==> config.mk <==
export PLATFORM = sky130hd
export DESIGN_NAME = tpwm_timer
export DESIGN_NICKNAME = d
export VERILOG_FILES = /design/src/tpwm_edge.sv /design/src/tpwm_timer.sv
export SDC_FILE = /design/constraint.sdc
export NUM_CORES = 1
export LEC_CHECK = 0
export BUFFER_PORTS_ARGS = -buffer_cell sky130_fd_sc_hd__buf_4
export CAP_MARGIN = 20
export CORE_AREA = 2 2 108 110
export DETAILED_ROUTE_END_ITERATION = 8
export DIE_AREA = 0 0 110 112
export PLACE_DENSITY = 0.94
export SYNTH_ARGS = -nofsm -noshare
export SYNTH_HDL_FRONTEND = slang
export SYNTH_SLANG_ARGS = --single-unit
==> constraint.sdc <==
create_clock -name clk -period 5.9 [get_ports clk]
set_input_delay 1.18 -clock clk [delete_from_list [all_inputs] [get_ports clk]]
set_output_delay 1.18 -clock clk [all_outputs]
set_load 0.01 [all_outputs]
==> src/tpwm_edge.sv <==
/*
  Shared constants for the triggered PWM timer, and the edge detector that
  the timer uses on its trigger and event inputs.
  Assumes that all inputs are already synchronous to clk.
*/
`timescale 1ns/1ps
`default_nettype none

package tpwm_pkg;
  // Bus geometry and counter width
  localparam int          WB_AW          = 8;
  localparam int          WB_DW          = 32;
  localparam int          CW             = 16;

  // Register byte offsets
  localparam logic [7:0]  OFS_RUN        = 8'h00;
  localparam logic [7:0]  OFS_MODE       = 8'h04;
  localparam logic [7:0]  OFS_EDGE       = 8'h08;
  localparam logic [7:0]  OFS_PERIOD     = 8'h0c;
  localparam logic [7:0]  OFS_DUTY       = 8'h10;
  localparam logic [7:0]  OFS_COUNT      = 8'h14;
  localparam logic [7:0]  OFS_STATUS     = 8'h18;

  // Field positions
  localparam int          RUN_BIT        = 0;
  localparam int          MODE_LSB       = 0;
  localparam int          EEE_BIT        = 5;
  localparam int          EST_BIT        = 6;
  localparam int          TRIG_SEL_LSB   = 0;
  localparam int          EVT_SEL_LSB    = 2;
  localparam int          ST_ARM_BIT     = 0;
  localparam int          ST_PWM_BIT     = 1;
  localparam int          ST_TOG_BIT     = 2;
  localparam int          ST_WAIT_BIT    = 3;

  // Mode select encodings
  localparam logic [2:0]  MODE_EVENT     = 3'h1;
  localparam logic [2:0]  MODE_TRIG      = 3'h2;

  // Edge select encodings
  localparam logic [1:0]  EDGE_NONE      = 2'h0;
  localparam logic [1:0]  EDGE_RISE      = 2'h1;
  localparam logic [1:0]  EDGE_FALL      = 2'h2;
  localparam logic [1:0]  EDGE_BOTH      = 2'h3;

  // Values after reset, and the counter zero and one constants
  localparam logic [2:0]  MODE_RST       = 3'h0;
  localparam logic [1:0]  EDGE_RST       = 2'h0;
  localparam logic [15:0] CMP_RST        = 16'h0000;
  localparam logic [15:0] CNT_IDLE       = 16'hffff;
  localparam logic [15:0] CNT_ZERO       = 16'h0000;
  localparam logic [15:0] CNT_ONE        = 16'h0001;

  // Count clock divider default, in clk cycles per count step
  localparam int          COUNT_DIV_DEF  = 1;

  typedef enum logic [1:0] {
    TPWM_STOP,
    TPWM_WAIT,
    TPWM_RUN
  } tpwm_state_e;
endpackage : tpwm_pkg

module tpwm_edge_det (
  input  wire logic       clk,
  input  wire logic       rst,
  input  wire logic       sig_in,
  input  wire logic [1:0] edge_sel,
  output logic            edge_pulse
);
  import tpwm_pkg::*;

  logic prev_reg;
  logic prev_next;

  always_comb begin
    prev_next = sig_in;
  end

  always_ff @(posedge clk) begin
    if (rst) begin
      prev_reg <= 1'b0;
    end else begin
      prev_reg <= prev_next;
    end
  end

  // Both-edge select is the union of the two single-edge selects
  assign edge_pulse = (edge_sel[0] & sig_in & ~prev_reg) |
                      (edge_sel[1] & ~sig_in & prev_reg);
endmodule : tpwm_edge_det

`default_nettype wire

==> src/tpwm_timer.sv <==
/*
  Triggered PWM timer channel: external event count mode and external
  trigger pulse output mode, registers on a classic Wishbone slave.
  Assumes trig_in and event_in are synchronous to clk, and that software
  keeps the programming order for the compare registers.
*/
`timescale 1ns/1ps
`default_nettype none

// What this block does
// - Event count: clear counter, pulse period match after period+1 edges.
// - Event count: period write goes to its shadow at once.
// - Counter above new period wraps through FFFFH before matching.
// - Duty below period: one duty match pulse per counter cycle.
// - Duty above period: the duty match never fires.
// - Mode select 010 picks trigger pulse output mode.
// - Run bit set waits; counting and PWM start at a trigger.
// - First trigger moves counter FFFFH to 0000H and counts on.
// - Trigger while running clears counter and restarts; never ignored.
// - Every trigger inverts toggle output and drives PWM high.
// - Soft triggers give toggle square wave, half period one PWM cycle.
// - PWM high for duty counts in a period of period+1 counts; high all period if duty exceeds period.
// - Period match pulses on the step after match, counter cleared.
// - Duty match pulses once as the counter steps onto the duty shadow.
// - Compare values move to shadows at the period clear.
// - Trigger is the chosen trigger edge or a soft trigger write.
// - Edge select register holds trigger and event edge fields.
// - Only a duty register write arms the shadow transfer.
module tpwm_timer #(
  parameter int COUNT_DIV = tpwm_pkg::COUNT_DIV_DEF
) (
  input  wire logic                      clk,
  input  wire logic                      rst,
  input  wire logic                      wb_cyc_i,
  input  wire logic                      wb_stb_i,
  input  wire logic                      wb_we_i,
  input  wire logic [tpwm_pkg::WB_AW-1:0] wb_adr_i,
  input  wire logic [3:0]                wb_sel_i,
  input  wire logic [tpwm_pkg::WB_DW-1:0] wb_dat_i,
  output logic      [tpwm_pkg::WB_DW-1:0] wb_dat_o,
  output logic                           wb_ack_o,
  input  wire logic                      trig_in,
  input  wire logic                      event_in,
  output logic                           toggle_output,
  output logic                           pwm_output,
  output logic                           period_match_irq,
  output logic                           duty_match_irq
);
  import tpwm_pkg::*;

  // Refused at elaboration: the divider counts in 16 bits
  if (COUNT_DIV < 1 || COUNT_DIV > 65536) begin : g_bad_div
    $error("COUNT_DIV must lie in 1..65536");
  end

  localparam logic [15:0] DIV_LAST = 16'(COUNT_DIV - 1);

  // Bus and software-visible registers
  logic              ack_reg,      ack_next;
  logic [WB_DW-1:0]  dat_reg,      dat_next;
  logic              run_reg,      run_next;
  logic [2:0]        mode_reg,     mode_next;
  logic              eee_reg,      eee_next;
  logic [1:0]        trig_sel_reg, trig_sel_next;
  logic [1:0]        evt_sel_reg,  evt_sel_next;
  logic [CW-1:0]     per_cmp_reg,  per_cmp_next;
  logic [CW-1:0]     duty_cmp_reg, duty_cmp_next;

  // Counter group
  tpwm_state_e       state_reg,    state_next;
  logic [CW-1:0]     cnt_reg,      cnt_next;
  logic [CW-1:0]     per_sh_reg,   per_sh_next;
  logic [CW-1:0]     duty_sh_reg,  duty_sh_next;
  logic              arm_reg,      arm_next;
  logic              pwm_reg,      pwm_next;
  logic              tog_reg,      tog_next;
  logic              pirq_reg,     pirq_next;
  logic              dirq_reg,     dirq_next;
  logic [15:0]       div_reg,      div_next;

  logic              req;
  logic              wr;
  logic              period_wr;
  logic              duty_wr;
  logic              soft_trig;
  logic              trig_edge;
  logic              evt_edge;
  logic              div_tick;
  logic              step;
  logic              trigger;
  logic              cleared;
  logic [CW-1:0]     cnt_inc;
  logic [3:0]        status;

  function automatic logic [CW-1:0] merge16(input logic [CW-1:0] old,
                                            input logic [WB_DW-1:0] d,
                                            input logic [3:0] sel);
    merge16 = old;
    if (sel[0]) begin
      merge16[7:0] = d[7:0];
    end
    if (sel[1]) begin
      merge16[15:8] = d[15:8];
    end
  endfunction : merge16

  tpwm_edge_det u_trig_edge (
    .clk        (clk),
    .rst        (rst),
    .sig_in     (trig_in),
    .edge_sel   (trig_sel_reg),
    .edge_pulse (trig_edge)
  );

  tpwm_edge_det u_evt_edge (
    .clk        (clk),
    .rst        (rst),
    .sig_in     (event_in),
    .edge_sel   (evt_sel_reg),
    .edge_pulse (evt_edge)
  );

  // One access per request; ack comes the cycle after the request is seen
  assign req       = wb_cyc_i & wb_stb_i & ~ack_reg;
  assign wr        = req & wb_we_i;
  assign period_wr = wr && (wb_adr_i == OFS_PERIOD) && (wb_sel_i[1:0] != 2'h0);
  assign duty_wr   = wr && (wb_adr_i == OFS_DUTY) && (wb_sel_i[1:0] != 2'h0);
  assign soft_trig = wr && (wb_adr_i == OFS_MODE) && wb_sel_i[0] &&
                     wb_dat_i[EST_BIT];
  assign status    = {(state_reg == TPWM_WAIT), tog_reg, pwm_reg, arm_reg};

  always_comb begin
    ack_next      = req;
    dat_next      = dat_reg;
    run_next      = run_reg;
    mode_next     = mode_reg;
    eee_next      = eee_reg;
    trig_sel_next = trig_sel_reg;
    evt_sel_next  = evt_sel_reg;
    per_cmp_next  = per_cmp_reg;
    duty_cmp_next = duty_cmp_reg;
    if (wr && wb_sel_i[0]) begin
      case (wb_adr_i)
        OFS_RUN: begin
          run_next = wb_dat_i[RUN_BIT];
        end
        OFS_MODE: begin
          mode_next = wb_dat_i[MODE_LSB +: 3];
          eee_next  = wb_dat_i[EEE_BIT];
        end
        OFS_EDGE: begin
          trig_sel_next = wb_dat_i[TRIG_SEL_LSB +: 2];
          evt_sel_next  = wb_dat_i[EVT_SEL_LSB +: 2];
        end
        default: begin
        end
      endcase
    end
    if (period_wr) begin
      per_cmp_next = merge16(per_cmp_reg, wb_dat_i, wb_sel_i);
    end
    if (duty_wr) begin
      duty_cmp_next = merge16(duty_cmp_reg, wb_dat_i, wb_sel_i);
    end
    if (req) begin
      dat_next = '0;
      case (wb_adr_i)
        OFS_RUN:    dat_next[RUN_BIT] = run_reg;
        OFS_MODE: begin
          dat_next[MODE_LSB +: 3] = mode_reg;
          dat_next[EEE_BIT]       = eee_reg;
        end
        OFS_EDGE: begin
          dat_next[TRIG_SEL_LSB +: 2] = trig_sel_reg;
          dat_next[EVT_SEL_LSB +: 2]  = evt_sel_reg;
        end
        OFS_PERIOD: dat_next[CW-1:0] = per_cmp_reg;
        OFS_DUTY:   dat_next[CW-1:0] = duty_cmp_reg;
        OFS_COUNT:  dat_next[CW-1:0] = cnt_reg;
        OFS_STATUS: dat_next[3:0]    = status;
        default:    dat_next         = '0;
      endcase
    end
  end

  always_ff @(posedge clk) begin
    if (rst) begin
      ack_reg      <= 1'b0;
      dat_reg      <= '0;
      run_reg      <= 1'b0;
      mode_reg     <= MODE_RST;
      eee_reg      <= 1'b0;
      trig_sel_reg <= EDGE_RST;
      evt_sel_reg  <= EDGE_RST;
      per_cmp_reg  <= CMP_RST;
      duty_cmp_reg <= CMP_RST;
    end else begin
      ack_reg      <= ack_next;
      dat_reg      <= dat_next;
      run_reg      <= run_next;
      mode_reg     <= mode_next;
      eee_reg      <= eee_next;
      trig_sel_reg <= trig_sel_next;
      evt_sel_reg  <= evt_sel_next;
      per_cmp_reg  <= per_cmp_next;
      duty_cmp_reg <= duty_cmp_next;
    end
  end

  // Count clock divider stands in for the prescaler, which is left out
  assign div_tick = (div_reg == DIV_LAST);
  assign step     = (mode_reg == MODE_EVENT || eee_reg) ? evt_edge
                                                         : div_tick;
  assign trigger  = trig_edge | soft_trig;
  assign cnt_inc  = cnt_reg + CNT_ONE;

  always_comb begin
    div_next = div_tick ? 16'h0000 : div_reg + 16'h0001;
  end

  always_comb begin
    state_next   = state_reg;
    cnt_next     = cnt_reg;
    per_sh_next  = per_sh_reg;
    duty_sh_next = duty_sh_reg;
    pwm_next     = pwm_reg;
    tog_next     = tog_reg;
    pirq_next    = 1'b0;
    dirq_next    = 1'b0;
    cleared      = 1'b0;
    case (state_reg)
      TPWM_STOP: begin
        cnt_next = CNT_IDLE;
        pwm_next = 1'b0;
        tog_next = 1'b0;
        if (run_reg) begin
          per_sh_next  = per_cmp_reg;
          duty_sh_next = duty_cmp_reg;
          if (mode_reg == MODE_EVENT) begin
            cnt_next   = CNT_ZERO;
            state_next = TPWM_RUN;
          end else if (mode_reg == MODE_TRIG) begin
            state_next = TPWM_WAIT;
          end
        end
      end
      TPWM_WAIT: begin
        if (trigger) begin
          cnt_next   = CNT_ZERO;
          tog_next   = ~tog_reg;
          pwm_next   = 1'b1;
          state_next = TPWM_RUN;
        end
      end
      TPWM_RUN: begin
        // A trigger beats a same-cycle match: that match pulse is dropped
        if (mode_reg == MODE_TRIG && trigger) begin
          cnt_next = CNT_ZERO;
          tog_next = ~tog_reg;
          pwm_next = 1'b1;
        end else if (step) begin
          if (cnt_reg == per_sh_reg) begin
            cnt_next  = CNT_ZERO;
            pirq_next = 1'b1;
            cleared   = 1'b1;
            if (arm_reg) begin
              per_sh_next  = per_cmp_reg;
              duty_sh_next = duty_cmp_reg;
            end
            dirq_next = (duty_sh_next == CNT_ZERO);
            pwm_next  = (mode_reg == MODE_TRIG) &&
                        (duty_sh_next != CNT_ZERO);
          end else begin
            cnt_next = cnt_inc;
            if (cnt_inc == duty_sh_reg) begin
              dirq_next = 1'b1;
              pwm_next  = 1'b0;
            end
          end
        end
      end
      default: begin
        state_next = TPWM_STOP;
      end
    endcase
    // Event count mode has no deferred period update
    if (period_wr && mode_reg == MODE_EVENT) begin
      per_sh_next = per_cmp_next;
    end
    if (!run_reg) begin
      state_next = TPWM_STOP;
      cnt_next   = CNT_IDLE;
      pwm_next   = 1'b0;
      tog_next   = 1'b0;
      pirq_next  = 1'b0;
      dirq_next  = 1'b0;
    end
  end

  // Arming: a duty write in the clearing cycle still arms the next transfer
  always_comb begin
    arm_next = duty_wr ? 1'b1 : (cleared ? 1'b0 : arm_reg);
  end

  always_ff @(posedge clk) begin
    if (rst) begin
      state_reg   <= TPWM_STOP;
      cnt_reg     <= CNT_IDLE;
      per_sh_reg  <= CMP_RST;
      duty_sh_reg <= CMP_RST;
      arm_reg     <= 1'b0;
      pwm_reg     <= 1'b0;
      tog_reg     <= 1'b0;
      pirq_reg    <= 1'b0;
      dirq_reg    <= 1'b0;
      div_reg     <= 16'h0000;
    end else begin
      state_reg   <= state_next;
      cnt_reg     <= cnt_next;
      per_sh_reg  <= per_sh_next;
      duty_sh_reg <= duty_sh_next;
      arm_reg     <= arm_next;
      pwm_reg     <= pwm_next;
      tog_reg     <= tog_next;
      pirq_reg    <= pirq_next;
      dirq_reg    <= dirq_next;
      div_reg     <= div_next;
    end
  end

  assign wb_ack_o         = ack_reg;
  assign wb_dat_o         = dat_reg;
  assign toggle_output    = tog_reg;
  assign pwm_output       = pwm_reg;
  assign period_match_irq = pirq_reg;
  assign duty_match_irq   = dirq_reg;
endmodule : tpwm_timer

`default_nettype wire
==> results_dict.tcl <==
set metrics [dict create \
    remaining_drc_errors 0 \
    maxSlewHeadroom_pct 29.28 \
    endpoint_kind "register" \
    placed_area_um2 7127 \
    cts_buffers 17 \
    timing.max_cap.violations 0 \
    place_hpwl_um 11500 \
    p_leak_nw 2.903 \
    post_cts_buffers 0 \
    ys_top_cells_by_area "dfxtp_1, mux2i_1, nor2_1" \
    final_cells 956 \
    tns_ps 0 \
    min_period_ps 4008 \
    cts_tree "done" \
    port_buffers 53 \
    final_cell_mix "dfxtp_1, nor2_1, mux2i_1" \
    power.density_nw_per_um2 266.4 \
    synth_edf_count 0 \
    cp_data_required_time_ps 6250 \
    dieArea_um2 12320 \
    initial_core_util_pct 61.77 \
    insertion_delay_ps 430 \
    cts.htree.levels 4 \
    synthDistinctLibCells 74 \
    num_vias 6324 \
    antenna_left 0 \
    grt_setup_unrepaired "no" \
    yosysTopAreaCell "dfxtp_1" \
    first_pass_iters 7 \
    first_iter_violations 999 \
    hold_path.class "register to register" \
    grt_max_degree 97 \
    synth_top_area_share_pct 37.99 \
    row_count 39 \
    grt_pass1_vias 5985 \
    root_buffer "clkbuf_16" \
    synthesis.area_um2 6903 \
    ys_seq_area_share_pct 37.99 \
    antenna_found_initial 0 \
    gp_congestion 0.8825 \
    critPathMaxFanout 30 \
    skew_ps 7.310 \
    holdWs_ps 476.0 \
    syn_inst 785 \
    via_per_inst 6.615 \
    ys_seq_elements 131 \
    overflow 0 \
    synthArstFlopShare_pct 0 \
    final_net_count 858 \
    wl_per_cell_um 19.35 \
    drt_wl_total_um 18500 \
    clk_path_buf_depth 2 \
    core_area_um2 11170 \
    diodes 0 \
    final_area_um2 7745 \
    cts.sink_count 131 \
    setup_violations 0 \
    fmax_ghz 0.2495 \
    hold_buffers 0 \
    drive_above_1_share_pct 13.90 \
    io_pins 88 \
    synth_ff_type "dfxtp_1" \
    synth_warnings 0 \
    status "completed" \
    ir_worst_vdd_mv 0.1963 \
    critical_path_class "input port to register" \
    period_share_pct 67.93 \
    syn_area_per_cell_um2 8.793 \
    slew_violations 0 \
    final_hold_viol_count 0 \
    startpoint_type "input port" \
    grtUsageTotal_pct 30.23 \
    place_inst 924 \
    die_y_um 112 \
    crit_arrival_ps 4360 \
    fin_ws_ps 1892 \
    post-place-ws_ps 1469 \
    final_common_cell "dfxtp_1" \
    cts_resized 0 \
    path_clk_slew_ps 60 \
    die_x_um 110 \
    grt_pass1_wl_um 29030 \
    area.growth.synth_to_final_pct 12.20 \
    worstMarginPinSlew_ps 1061 \
]
## synth_stat cells (3+ instances only)
cell type / instances
buf_6: 6
nand3_1: 23
buf_4: 25
nor4_1: 13
nand4_1: 6
dfxtp_1: 131
clkbuf_1: 26
inv_1: 17
a211oi_1: 18
xnor2_1: 14
xor2_1: 27
a21o_1: 4
o21ai_0: 26
nor4_2: 4
o311ai_0: 7
ha_1: 7
and3_1: 12
o41ai_1: 3
nor3_1: 9
mux2i_1: 61
nand2b_1: 4
o311a_1: 16
and4_1: 7
buf_2: 16
a21oi_1: 30
a221oi_1: 3
nand3b_1: 7
a222oi_1: 18
nor4b_1: 5
nor2_1: 125
and2_1: 7
nand2_1: 47
nor2b_1: 4
or3_1: 4
o211ai_1: 5
## worst max-delay path, stage by stage
cell	delay (ps)
buf_4	110
and3b_1	470
and4_1	370
o21ai_2	260
nand4_1	570
or3_1	760
or4_1	490
o211ai_2	140
## per-layer routing
layer	vias to the layer above	routed length, um	track usage [%]
met5	-	0	0
met4	0	839	17.81
met3	89	1835	8.899
met2	387	8655	47.24
met1	2988	7167	36.37
li1	2860	-	-
## final cells by class
type	count	area, um2
clock inverter	14	178.9
sequential	131	2623
tap	143	178.9
clock buffer	18	439.2
multi-input combinational	577	3841
inverter	17	63.81
fill	715	3430
timing repair buffer	56	420.4
## where the power goes
part / internal, mW / switching (mW)
combinational: 0.0301 / 0.0417
clock: 0.680 / 0.416
sequential: 0.892 / 0.00341
total: 1.60 / 0.461
## final timing paths
kind                 end  startpoint  cells past startpoint  slack [ps]
min reg2reg   div_reg[0]  div_reg[0]                      1         480
min           div_reg[0]  div_reg[0]                      1         480
max          cnt_reg[11]    wb_stb_i                      8        1890
max reg2reg  cnt_reg[11]    wb_ack_o                      7        2420
## stage by stage
stage                     util [%]  total power [mW]
final                        69.31             2.063
after global routing         69.31             2.115
after CTS                    69.31             2.066
after detailed placement     63.78            0.9839
after global placement       63.78            0.9824
after floorplan                  -            0.9558
## logic make-up after synthesis
group           Yosys count  share of synthesized area [%]
other cells               1                        0.05433
simple gates            302                          23.13
xor+xnor                 41                          5.202
flops                   131                          37.99
fa+ha+maj                 7                          1.269
compound gates          150                          16.20
buf+inv                  92                          7.305
mux                      61                          8.845
No activity file was read; power rests on OpenSTA's default activity.
